==> config.mk <==
export PLATFORM = sky130hd
export DESIGN_NAME = rim_ref_monitor
export DESIGN_NICKNAME = d
export VERILOG_FILES = /design/src/core/rim_pkg.sv /design/src/core/rim_lock_if.sv /design/src/core/rim_ref_monitor.sv /design/src/core/rim_lock_det.sv /design/src/core/rim_freq_mon.sv
export SDC_FILE = /design/constraint.sdc
export NUM_CORES = 2
export LEC_CHECK = 0
export BUFFER_PORTS_ARGS = -buffer_cell sky130_fd_sc_hd__buf_2
export CAP_MARGIN = 20
export CORE_MARGIN = 2
export CORE_UTILIZATION = 53
export DETAILED_ROUTE_END_ITERATION = 8
export PLACE_DENSITY_LB_ADDON = 0.25
export SETUP_SLACK_MARGIN = 0.5
export SLEW_MARGIN = 20
export SYNTH_ARGS = -nofsm -noshare
export SYNTH_HDL_FRONTEND = slang
export SYNTH_SLANG_ARGS = --single-unit
==> constraint.sdc <==
create_clock -name clk -period 14.94 [get_ports clk]
set_input_delay 2.988 -clock clk [delete_from_list [all_inputs] [get_ports clk]]
set_output_delay 2.988 -clock clk [all_outputs]
set_load 0.02 [all_outputs]
==> src/core/rim_pkg.sv <==
// package: register indices, reset values and constants of the reference monitor
`default_nettype none
package rim_pkg;
   // =====================================================================
   // register map: bus byte address is four times the index
   localparam int RIM_NCFG = 22;
   localparam logic [RIM_NCFG-1:0][9:0] RIM_CFG_IDX = {
      10'h31e, 10'h31d, 10'h31c, 10'h31b, 10'h31a, 10'h319, 10'h318, 10'h317,
      10'h316, 10'h315, 10'h314, 10'h313, 10'h312, 10'h311, 10'h310, 10'h30f,
      10'h30e, 10'h30d, 10'h30c, 10'h30b, 10'h30a, 10'h309};
   localparam logic [9:0] RIM_IDX_STAT = 10'h31f;
   // reset value of each configuration byte, highest index first
   localparam logic [RIM_NCFG-1:0][7:0] RIM_CFG_RST = {
      8'h00, 8'h00, 8'h00, 8'h00, 8'h0a, 8'h0a, 8'h00, 8'h02, 8'hbc, 8'h0a, 8'h0a,
      8'h00, 8'h02, 8'hbc, 8'h00, 8'h0a, 8'h00, 8'h00, 8'h0a, 8'h00, 8'h00, 8'h14};
   // writable bits; reserved upper nibbles read as zero
   localparam logic [RIM_NCFG-1:0][7:0] RIM_CFG_MASK = {
      8'h0f, 8'hff, 8'hff, 8'hff, 8'hff, 8'hff, 8'hff, 8'hff, 8'hff, 8'hff, 8'hff,
      8'hff, 8'hff, 8'hff, 8'hff, 8'hff, 8'h0f, 8'hff, 8'hff, 8'h0f, 8'hff, 8'hff};
   // =====================================================================
   // byte position of each field inside the configuration array
   localparam int RIM_K_INNER = 0;
   localparam int RIM_K_OUTER = 3;
   localparam int RIM_K_VTIME = 6;
   localparam int RIM_K_PTHR = 8;
   localparam int RIM_K_PFILL = 11;
   localparam int RIM_K_FTHR = 13;
   localparam int RIM_K_FFILL = 16;
   localparam int RIM_K_JUMP = 18;
   // status register bits
   localparam int RIM_ST_VALID = 0;
   localparam int RIM_ST_FAULT = 1;
   localparam int RIM_ST_PLOCK = 2;
   localparam int RIM_ST_FLOCK = 3;
   localparam int RIM_ST_STEP = 4;
   // =====================================================================
   // timing and widths
   localparam int RIM_CLK_PERIOD_NS = 40;
   localparam int RIM_MS_NS = 1000000;
   localparam int RIM_MS_CYCLES = RIM_MS_NS / RIM_CLK_PERIOD_NS;
   localparam int RIM_ERR_W = 28;
   localparam logic [15:0] RIM_ACC_MAX = 16'h0400;
endpackage
`default_nettype wire

==> src/core/rim_lock_if.sv <==
// interface: settings and per-cycle error feed of one lock detector
`default_nettype none
interface rim_lock_if;
   logic [23:0] thresh;
   logic [7:0] fill;
   logic [7:0] drain;
   logic stb;
   logic [27:0] err;
   logic locked;
   modport ctl (output thresh, output fill, output drain, output stb, output err,
      input locked);
   modport det (input thresh, input fill, input drain, input stb, input err,
      output locked);
endinterface
`default_nettype wire

==> src/core/rim_ref_monitor.sv <==
// module: reference input monitor top with byte registers on an APB slave
//
// Contract
// - inner tolerance is 20 bits, 0x00a..0x8ff
// - setting N allows fractional error one over N
// - valid only after programmed unfaulted milliseconds
// - phase lock threshold 24 bits, 700 ps
// - phase lock fill and drain rates, default ten
// - frequency lock threshold separate, 700 ps
// - frequency lock fill and drain rates, ten
// - phase step threshold 28 bits, zero disables
//
// Chosen here: register access over APB.
`default_nettype none
module rim_ref_monitor #(
   parameter int MS_CYCLES = rim_pkg::RIM_MS_CYCLES
) (
   input wire logic clk,
   input wire logic sys_rst,
   input wire logic psel,
   input wire logic penable,
   input wire logic pwrite,
   input wire logic [11:0] paddr,
   input wire logic [31:0] pwdata,
   output logic [31:0] prdata,
   output logic pready,
   output logic pslverr,
   input wire logic meas_stb,
   input wire logic [31:0] meas_period,
   input wire logic [31:0] nom_period,
   input wire logic pd_stb,
   input wire logic [27:0] pd_phase_err_ps,
   input wire logic [27:0] pd_freq_err_ps,
   output logic ref_valid,
   output logic ref_faulted,
   output logic phase_locked,
   output logic freq_locked,
   output logic phase_step_flag
);
   typedef struct packed {
      logic [rim_pkg::RIM_NCFG-1:0][7:0] cfg;
      logic step;
      logic vrestart;
      logic [31:0] prdata;
      logic pready;
      logic pslverr;
   } rim_top_st_t;
   rim_top_st_t st_r;
   rim_top_st_t st_nxt;

   // register map by index; byte address is four times the index
   //   309..30b  inner window divisor, bits 19:0, lowest byte first
   //   30c..30e  outer window divisor, bits 19:0
   //   30f..310  clean time before valid, in milliseconds
   //   311..313  phase lock limit in ps
   //   314, 315  phase lock fill and drain steps
   //   316..318  frequency lock limit in ps
   //   319, 31a  frequency lock fill and drain steps
   //   31b..31e  jump limit in ps, bits 27:0, zero turns it off
   //   31f       status; writing one to bit 4 clears the jump flag
   // multi-byte fields are not staged: a half-written value acts at once,
   // so software should not let the monitors run while it rewrites them

   logic [9:0] idx;
   logic [4:0] sel;
   logic hit;
   logic is_stat;
   logic setup;
   logic access;
   logic [4:0] status;
   logic [27:0] jump_thr;
   logic step_hit;
   logic fm_faulted;
   logic fm_valid;
   logic [1:0] locked_w;

   // =====================================================================
   // address decode: one register per aligned word
   assign idx = paddr[11:2];
   always_comb begin
      hit = 1'b0;
      sel = 5'h00;
      for (int k = 0; k < rim_pkg::RIM_NCFG; k++) begin
         if (idx == rim_pkg::RIM_CFG_IDX[k]) begin
            hit = 1'b1;
            sel = 5'(k);
         end
      end
   end
   assign is_stat = idx == rim_pkg::RIM_IDX_STAT;
   assign setup = psel && !penable;
   assign access = psel && penable && st_r.pready;

   // a zero threshold switches step detection off completely
   assign jump_thr = {st_r.cfg[rim_pkg::RIM_K_JUMP + 3][3:0],
      st_r.cfg[rim_pkg::RIM_K_JUMP + 2], st_r.cfg[rim_pkg::RIM_K_JUMP + 1],
      st_r.cfg[rim_pkg::RIM_K_JUMP]};
   assign step_hit = pd_stb && (jump_thr != 28'h0000000)
      && (pd_phase_err_ps > jump_thr);

   // status bits: 0 valid, 1 faulted, 2 phase lock, 3 frequency lock, 4 jump
   assign status = {st_r.step, locked_w[1], locked_w[0], fm_faulted, fm_valid};

   // =====================================================================
   // bus slave and register file; answer comes in the first access cycle
   // setup at edge n loads read data and pready; the access phase sees them
   // at edge n+1, where a write lands and pready drops again, so
   // every transfer takes exactly one access cycle with no wait states
   always_comb begin
      st_nxt = st_r;
      st_nxt.pready = 1'b0;
      st_nxt.pslverr = 1'b0;
      st_nxt.vrestart = 1'b0;
      if (setup) begin
         st_nxt.pready = 1'b1;
         st_nxt.pslverr = !(hit || is_stat);
         if (hit) begin
            st_nxt.prdata = {24'h000000, st_r.cfg[sel]};
         end else if (is_stat) begin
            st_nxt.prdata = {27'h0000000, status};
         end else begin
            st_nxt.prdata = 32'h00000000;
         end
      end
      if (access && pwrite && hit) begin
         // reserved bits are masked so they always read back as zero
         st_nxt.cfg[sel] = pwdata[7:0] & rim_pkg::RIM_CFG_MASK[sel];
         // new validation time restarts the clean-time count
         if (sel == 5'(rim_pkg::RIM_K_VTIME) || sel == 5'(rim_pkg::RIM_K_VTIME + 1)) begin
            st_nxt.vrestart = 1'b1;
         end
      end
      // write one to clear; a step in the same cycle wins over the clear
      if (access && pwrite && is_stat && pwdata[rim_pkg::RIM_ST_STEP]) begin
         st_nxt.step = 1'b0;
      end
      if (step_hit) begin
         st_nxt.step = 1'b1;
      end
   end

   always_ff @(posedge clk) begin
      if (sys_rst) begin
         st_r <= '{cfg: rim_pkg::RIM_CFG_RST, step: 1'b0, vrestart: 1'b0,
            prdata: 32'h00000000, pready: 1'b0, pslverr: 1'b0};
      end else begin
         st_r <= st_nxt;
      end
   end

   assign prdata = st_r.prdata;
   assign pready = st_r.pready;
   assign pslverr = st_r.pslverr;
   assign phase_step_flag = st_r.step;
   assign ref_valid = fm_valid;
   assign ref_faulted = fm_faulted;
   assign phase_locked = locked_w[0];
   assign freq_locked = locked_w[1];

   // =====================================================================
   // frequency monitor and validation timer
   rim_freq_mon #(.MS_CYCLES(MS_CYCLES)) u_fmon (
      .clk(clk),
      .sys_rst(sys_rst),
      .meas_stb(meas_stb),
      .meas_period(meas_period),
      .nom_period(nom_period),
      .inner_tol({st_r.cfg[rim_pkg::RIM_K_INNER + 2][3:0],
         st_r.cfg[rim_pkg::RIM_K_INNER + 1], st_r.cfg[rim_pkg::RIM_K_INNER]}),
      .outer_tol({st_r.cfg[rim_pkg::RIM_K_OUTER + 2][3:0],
         st_r.cfg[rim_pkg::RIM_K_OUTER + 1], st_r.cfg[rim_pkg::RIM_K_OUTER]}),
      .vtime({st_r.cfg[rim_pkg::RIM_K_VTIME + 1], st_r.cfg[rim_pkg::RIM_K_VTIME]}),
      .restart(st_r.vrestart),
      .faulted(fm_faulted),
      .valid(fm_valid)
   );

   // =====================================================================
   // lock detectors: 0 is phase, 1 is frequency, each with its own settings
   for (genvar g = 0; g < 2; g++) begin : g_det
      localparam int KT = (g == 0) ? rim_pkg::RIM_K_PTHR : rim_pkg::RIM_K_FTHR;
      localparam int KF = (g == 0) ? rim_pkg::RIM_K_PFILL : rim_pkg::RIM_K_FFILL;
      rim_lock_if lk ();
      assign lk.thresh = {st_r.cfg[KT + 2], st_r.cfg[KT + 1], st_r.cfg[KT]};
      assign lk.fill = st_r.cfg[KF];
      assign lk.drain = st_r.cfg[KF + 1];
      assign lk.stb = pd_stb;
      assign lk.err = (g == 0) ? pd_phase_err_ps : pd_freq_err_ps;
      assign locked_w[g] = lk.locked;
      rim_lock_det u_det (
         .clk(clk),
         .sys_rst(sys_rst),
         .lk(lk)
      );
   end

   // =====================================================================
   // checks
   AST_RESET_CFG: assert property (@(posedge clk)
      sys_rst |=> st_r.cfg == rim_pkg::RIM_CFG_RST && !st_r.step)
      else $error("configuration not at reset values");
   AST_READY_NEXT: assert property (@(posedge clk) disable iff (sys_rst)
      setup |=> pready ##1 !pready)
      else $error("slave did not answer in the first access cycle");
   AST_WRITE_TAKES: assert property (@(posedge clk) disable iff (sys_rst)
      access && pwrite && hit
      |=> st_r.cfg[$past(sel)] == ($past(pwdata[7:0]) & rim_pkg::RIM_CFG_MASK[$past(sel)]))
      else $error("register write not stored");
   AST_UNMAPPED: assert property (@(posedge clk) disable iff (sys_rst)
      setup && !hit && !is_stat |=> pslverr && prdata == 32'h00000000)
      else $error("unmapped access not refused");
   AST_RESERVED_ZERO: assert property (@(posedge clk) disable iff (sys_rst)
      st_r.cfg[rim_pkg::RIM_K_INNER + 2][7:4] == 4'h0
      && st_r.cfg[rim_pkg::RIM_K_OUTER + 2][7:4] == 4'h0)
      else $error("reserved tolerance bits set");
   AST_STEP_SET: assert property (@(posedge clk) disable iff (sys_rst)
      step_hit |=> phase_step_flag)
      else $error("phase step not flagged");
   AST_STEP_OFF: assert property (@(posedge clk) disable iff (sys_rst)
      jump_thr == 28'h0000000 && !st_r.step |=> !st_r.step)
      else $error("phase step flagged while detection disabled");
   AST_VRESTART: assert property (@(posedge clk) disable iff (sys_rst)
      st_r.vrestart |=> !ref_valid)
      else $error("validation not restarted after timer write");

   // an error answer is only ever given together with ready
   AST_ERR_WITH_READY: assert property (@(posedge clk) disable iff (sys_rst)
      pslverr |-> pready)
      else $error("error response without ready");

   // read data of a mapped byte is the stored byte, zero extended
   AST_READ_DATA: assert property (@(posedge clk) disable iff (sys_rst)
      setup && hit |=> prdata == {24'h000000, $past(st_r.cfg[sel])})
      else $error("read data differs from stored byte");

   // status reads return the live monitor and detector state
   AST_STATUS_READ: assert property (@(posedge clk) disable iff (sys_rst)
      setup && is_stat |=> prdata == {27'h0000000, $past(status)})
      else $error("status read data wrong");

   // a write outside the map must leave every byte alone
   AST_UNMAPPED_KEEP: assert property (@(posedge clk) disable iff (sys_rst)
      access && pwrite && !hit |=> st_r.cfg == $past(st_r.cfg))
      else $error("unmapped write changed configuration");

   // write one clears the jump flag when no new jump arrives with it
   AST_STEP_CLEAR: assert property (@(posedge clk) disable iff (sys_rst)
      access && pwrite && is_stat && pwdata[rim_pkg::RIM_ST_STEP] && !step_hit
      |=> !phase_step_flag)
      else $error("jump flag not cleared by write one");

   COV_READ: cover property (@(posedge clk) disable iff (sys_rst)
      access && !pwrite && hit);
   COV_VALID: cover property (@(posedge clk) disable iff (sys_rst) $rose(ref_valid));
   COV_PLOCK: cover property (@(posedge clk) disable iff (sys_rst) $rose(phase_locked));
   COV_STEP: cover property (@(posedge clk) disable iff (sys_rst) $rose(phase_step_flag));
   COV_FLOCK: cover property (@(posedge clk) disable iff (sys_rst) $rose(freq_locked));
endmodule
`default_nettype wire

==> src/core/rim_lock_det.sv <==
// module: fill/drain lock detector driven once per phase detector cycle
`default_nettype none
module rim_lock_det (
   input wire logic clk,
   input wire logic sys_rst,
   rim_lock_if.det lk
);
   typedef struct packed {
      logic [15:0] acc;
      logic locked;
   } rim_ld_st_t;
   rim_ld_st_t st_r;
   rim_ld_st_t st_nxt;
   logic [16:0] up;
   logic below;

   // =====================================================================
   // accumulator: fill under threshold, drain otherwise, saturating
   always_comb begin
      st_nxt = st_r;
      up = {1'b0, st_r.acc} + {9'h000, lk.fill};
      below = lk.err < {4'h0, lk.thresh};
      if (lk.stb) begin
         if (below) begin
            st_nxt.acc = (up >= {1'b0, rim_pkg::RIM_ACC_MAX}) ? rim_pkg::RIM_ACC_MAX
               : up[15:0];
         end else if (st_r.acc > {8'h00, lk.drain}) begin
            st_nxt.acc = st_r.acc - {8'h00, lk.drain};
         end else begin
            st_nxt.acc = 16'h0000;
         end
      end
      // lock at the top, loss only once fully drained, so noise cannot chatter it
      if (st_nxt.acc == rim_pkg::RIM_ACC_MAX) begin
         st_nxt.locked = 1'b1;
      end else if (st_nxt.acc == 16'h0000) begin
         st_nxt.locked = 1'b0;
      end
   end

   always_ff @(posedge clk) begin
      if (sys_rst) begin
         st_r <= '0;
      end else begin
         st_r <= st_nxt;
      end
   end

   assign lk.locked = st_r.locked;

   // =====================================================================
   // checks
   AST_LOCK_AT_TOP: assert property (@(posedge clk) disable iff (sys_rst)
      $rose(st_r.locked) |-> st_r.acc == rim_pkg::RIM_ACC_MAX)
      else $error("lock declared below accumulator limit");
   AST_FILL_STEP: assert property (@(posedge clk) disable iff (sys_rst)
      lk.stb && below && up < {1'b0, rim_pkg::RIM_ACC_MAX}
      |=> st_r.acc == $past(up[15:0]))
      else $error("accumulator did not fill by the fill rate");
endmodule
`default_nettype wire

==> src/core/rim_freq_mon.sv <==
// module: frequency monitor with hysteresis and the validation timer
`default_nettype none
module rim_freq_mon #(
   parameter int MS_CYCLES = rim_pkg::RIM_MS_CYCLES
) (
   input wire logic clk,
   input wire logic sys_rst,
   input wire logic meas_stb,
   input wire logic [31:0] meas_period,
   input wire logic [31:0] nom_period,
   input wire logic [19:0] inner_tol,
   input wire logic [19:0] outer_tol,
   input wire logic [15:0] vtime,
   input wire logic restart,
   output logic faulted,
   output logic valid
);
   typedef struct packed {
      logic faulted;
      logic valid;
      logic [15:0] ms_cnt;
      logic [31:0] tick;
   } rim_fm_st_t;
   rim_fm_st_t st_r;
   rim_fm_st_t st_nxt;
   logic [31:0] err;
   logic [51:0] prod_out;
   logic [51:0] prod_in;
   logic over_outer;
   logic in_inner;

   // error above 1/N of nominal is err*N > nominal, with no divider needed
   assign err = (meas_period > nom_period) ? meas_period - nom_period
      : nom_period - meas_period;
   assign prod_out = err * outer_tol;
   assign prod_in = err * inner_tol;
   assign over_outer = prod_out > {20'h00000, nom_period};
   assign in_inner = prod_in <= {20'h00000, nom_period};

   // =====================================================================
   // fault with hysteresis, then a millisecond count of clean time
   always_comb begin
      st_nxt = st_r;
      if (meas_stb) begin
         if (over_outer) begin
            st_nxt.faulted = 1'b1;
         end else if (in_inner) begin
            st_nxt.faulted = 1'b0;
         end
      end
      if (st_nxt.faulted || restart) begin
         st_nxt.ms_cnt = 16'h0000;
         st_nxt.tick = 32'h00000000;
         st_nxt.valid = 1'b0;
      end else begin
         if (st_r.tick >= 32'(MS_CYCLES - 1)) begin
            st_nxt.tick = 32'h00000000;
            if (st_r.ms_cnt != 16'hffff) begin
               st_nxt.ms_cnt = st_r.ms_cnt + 16'h0001;
            end
         end else begin
            st_nxt.tick = st_r.tick + 32'h00000001;
         end
         if (st_r.ms_cnt >= vtime) begin
            st_nxt.valid = 1'b1;
         end
      end
   end

   // unmeasured reference starts out faulted
   always_ff @(posedge clk) begin
      if (sys_rst) begin
         st_r <= '{faulted: 1'b1, valid: 1'b0, ms_cnt: 16'h0000, tick: 32'h00000000};
      end else begin
         st_r <= st_nxt;
      end
   end

   assign faulted = st_r.faulted;
   assign valid = st_r.valid;

   // =====================================================================
   // checks
   AST_FAULT_SET: assert property (@(posedge clk) disable iff (sys_rst)
      meas_stb && over_outer |=> st_r.faulted)
      else $error("outer tolerance breach did not fault");
   AST_NO_VALID_FAULT: assert property (@(posedge clk) disable iff (sys_rst)
      !(st_r.valid && st_r.faulted))
      else $error("reference valid while faulted");
   AST_VALID_TIME: assert property (@(posedge clk) disable iff (sys_rst)
      $rose(st_r.valid) |-> $past(st_r.ms_cnt) >= $past(vtime))
      else $error("valid declared before validation time");
endmodule
`default_nettype wire

==> results.cfg <==
[synth]
async_reset_ff_share_pct = 0
syn_area_sq_mm = 0.0637
yosys_warnings = 0
synth_area_leaders = fa_1, ha_1, dfxtp_1
synthFlopType = dfxtp_1
seq_area_frac_synth_pct = 8.55
synth_edf_count = 0
yosysTopAreaCellShare_pct = 33.9
avgSynthCellArea_sq_um = 8.19
synth_top_area_cell = fa_1
ys_seq_elements = 272
synth_cells = 7783
synth_cell_types = 96

[clock_tree]
cts_tree = yes
path_clk_slew_ns = 0.06
root_buffer = clkbuf_16
htreeDepth = 1
clock_path_buffers = 3
cts_sinks = 272
clk_latency_ns = 0.56
cts_buffers = 26

[placement]
io_buffers = 159
dpl.hpwl_microns = 150000
dpl_cell_area_sq_mm = 0.0697
gp_congestion = 0.969

[hold_path]
hold_class = flop to flop
min_from = st_r[51]
holdPathStages = 2
hold_path_end = st_r[51]

[route]
via_count = 55300
ant_nets = 0
drt_wl_total_microns = 190000
viasPerCell = 5.63
routedLengthMet1_microns = 76900
drc = 0
first_pass_iters = 8
wl_per_cell_microns = 19.4
maxUsedRoutingLayer = met5
drt-initial-drc-count = 4372
route.met2.wl_microns = 90700
wl_met3_microns = 13400

[die]
core_sq_mm = 0.120
ios = 210
chipWidth_microns = 351
dieArea_sq_mm = 0.123
row_count = 127
dieHeight_microns = 351
initial_core_util_pct = 53.2

[worst_setup_path]
rr_worst_depth = 37
start_kind = input port
cpMaxStageDelayCell = fa_1
r2r-end = u_fmon.st_r[42]
critPathMaxFanout = 8
criticalPathCategory = input port to flop
critPathArrivalTime_ns = 14.85
critPathMaxStageDelay_ns = 0.55
endpoint_kind = flop
cp_top_family = adder cells
path_common_cell = fa_1
cp_data_required_time_ns = 15.40
cp.buffers_inverters = 13
rr_startpoint = st_r[63]
r2r_setup_slack_ns = 4.99

[power]
p_per_area_mw_per_mm2 = 117
p_switching_mw = 4.26
ir_worst_vdd_mv = 0.151
power.share.clock_pct = 7.7
seq_power_share_pct = 9.7
switching_share_pct = 50.2
p_int_mw = 4.23
pwr-share-comb_pct = 82.6
leakagePower_nw = 34.9

[final_layout]
diodes = 0
nFillCells = 10600
stdcell_area_sq_mm = 0.0726
area_delta_synth_final_pct = 13.9
drive_above_1_share_pct = 13.6
nets = 10000

[run]
max-cap-violations = 0

[sta]
worstMarginPinSlew_ns = 1.23
final.min_clock_period_ns = 14.39
setup_viol = 0
relSlewSlack_pct = 15.5
slew_viol_final = 0
rsz0062_at_grt = true
fmax_mhz = 69.5
finClkSkew_ns = 0.0181
hold_ws_ns = 0.450
post-route-period-util_pct = 96.3
hold_viol = 0
tns_ns = 0

[global_route]
grt_antenna_before_repair = 4
grt_pass1_vias = 57300
grt_overflow = 0
grt.total_usage_pct = 30.9
grt_start_max_net_pins = 95
grt_pass1_wl_microns = 303000

[run_status]
status = finished, final reports clean
## what timing repair did
item | CTS | global route
buffers inserted | 8 | 49
pin swaps | 18 | 114
hold buffers | 0 | 0
cloned | 2 | 3
setup endpoints to repair | 33 | 33
resized for setup | 48 | 271
## through the flow
step | utilization [%] | instances | setup slack, ns | power (mW)
6_report | 60.7 | 9815 | 0.550 | 8.48
5_1_grt | 60.7 | 9815 | 0.130 | 9.26
4_1_cts | 59.2 | 9763 | 0.506 | 7.94
3_5_place_dp | 58.3 | 9710 | -1.10 | 7.16
3_3_place_gp | 58.3 | 9710 | -0.865 | 7.03
2_1_floorplan | - | 7823 | 0.696 | 4.75
## flip-flops by register name, indices dropped and copies added (netlist names)
name,count
u_fmon.st_r,48
st_r,69
jump_thr,28
g_det.lk.fill,16
g_det.u_det.st_r,32
g_det.lk.thresh,48
g_det.lk.drain,16
phase_step_flag,1
pready,1
u_fmon.valid,1
pslverr,1
u_fmon.faulted,1
g_det.u_det.lk.locked,2
prdata,8
## synthesized netlist by cell type, drive strengths merged, types with 11 or more instances
cell / n
a2111oi: 16
a211o: 31
a211oi: 45
a21boi: 18
a21o: 85
a21oi: 347
a221oi: 14
a311oi: 16
a31oi: 51
and2: 535
and3: 39
and4: 11
buf: 84
clkbuf: 393
dfxtp: 272
fa: 1078
ha: 573
inv: 1405
mux2: 11
mux2i: 116
nand2: 1170
nand2b: 47
nand3: 88
nand3b: 12
nand4: 73
nor2: 379
nor2b: 71
nor3: 86
nor4: 51
o2111ai: 18
o211ai: 46
o21a: 30
o21ai: 181
o21bai: 42
o22ai: 11
o31ai: 18
or3: 30
xnor2: 105
xor2: 57
## area by class of cell
cell class                 count  area [sq um]  area share [%]
sequential                   272          5450            7.50
inverter                    1405          5270            7.27
timing repair buffer         813          6400            8.82
clock buffer                  38           746            1.03
tap                         1612          2020            2.78
clock inverter                 5          61.3          0.0845
multi-input combinational   5670         52600            72.5
## layout by cell type (no fill, tap or decap), types with 28 or more instances in the layout
| cell | instances |
|---|---|
| inv_1 | 1385 |
| nand2_1 | 1157 |
| fa_1 | 1063 |
| buf_4 | 569 |
| ha_1 | 554 |
| and2_1 | 523 |
| nor2_1 | 374 |
| a21oi_1 | 322 |
| dfxtp_1 | 272 |
| buf_2 | 158 |
| o21ai_0 | 153 |
| mux2i_1 | 111 |
| nand3_1 | 87 |
| a21o_1 | 83 |
| nor3_1 | 80 |
| xnor2_1 | 80 |
| nand4_1 | 72 |
| nor2b_1 | 71 |
| xor2_1 | 48 |
| a31oi_1 | 47 |
| o211ai_1 | 46 |
| nand2b_1 | 45 |
| buf_6 | 44 |
| o21bai_1 | 41 |
| conb_1 | 41 |
| a211oi_1 | 40 |
| and3_1 | 37 |
| buf_12 | 34 |
| a211o_1 | 31 |
| or3_1 | 29 |
| o21a_1 | 29 |
| clkbuf_16 | 28 |
## worst max-delay path by stage
stage	startpoint	end	depth (start not counted)
finish	meas_period[0]	u_fmon.st_r[42]	50
global route	meas_period[0]	u_fmon.st_r[42]	54
CTS	meas_period[0]	u_fmon.valid	54
detailed placement	meas_period[0]	u_fmon.st_r[9]	49
global placement	meas_period[0]	u_fmon.faulted	51
floorplan	meas_period[0]	u_fmon.st_r[34]	50
## tightest hold or removal path, delay by kind of cell (launching register included)
kind | cells | cell delay, ns
DFF | 1 | 0.31
and+or+nand+nor | 1 | 0.05
AOI/OAI and AO/OA | 1 | 0.05
## routing by layer
| metal | up-vias | global-route usage [%] |
|---|---|---|
| met3 | 453 | 3.65 |
| met4 | 4 | 13.2 |
| met1 | 27400 | 40.0 |
| met5 | - | 0 |
| met2 | 2182 | 52.2 |
| li1 | 25200 | - |
## logic make-up after synthesis
group,Yosys count,share of synthesized area [%]
flops,272,8.55
fa+ha+maj,1651,45.1
mux,127,2.02
simple gates,2630,19.8
other cells,1,0.00589
compound gates,1058,10.9
buf+inv,1882,11.4
xor+xnor,162,2.23
## power groups by stage
stage          logic, mW  registers, mW  clock network [mW]
2_1_floorplan       3.95          0.805                   0
3_3_place_gp        6.20          0.840                   0
3_5_place_dp        6.32          0.840                   0
4_1_cts             6.46          0.824               0.658
5_1_grt             7.74          0.833               0.684
6_report            7.01          0.826               0.654
No activity file was read; power rests on OpenSTA's default activity.
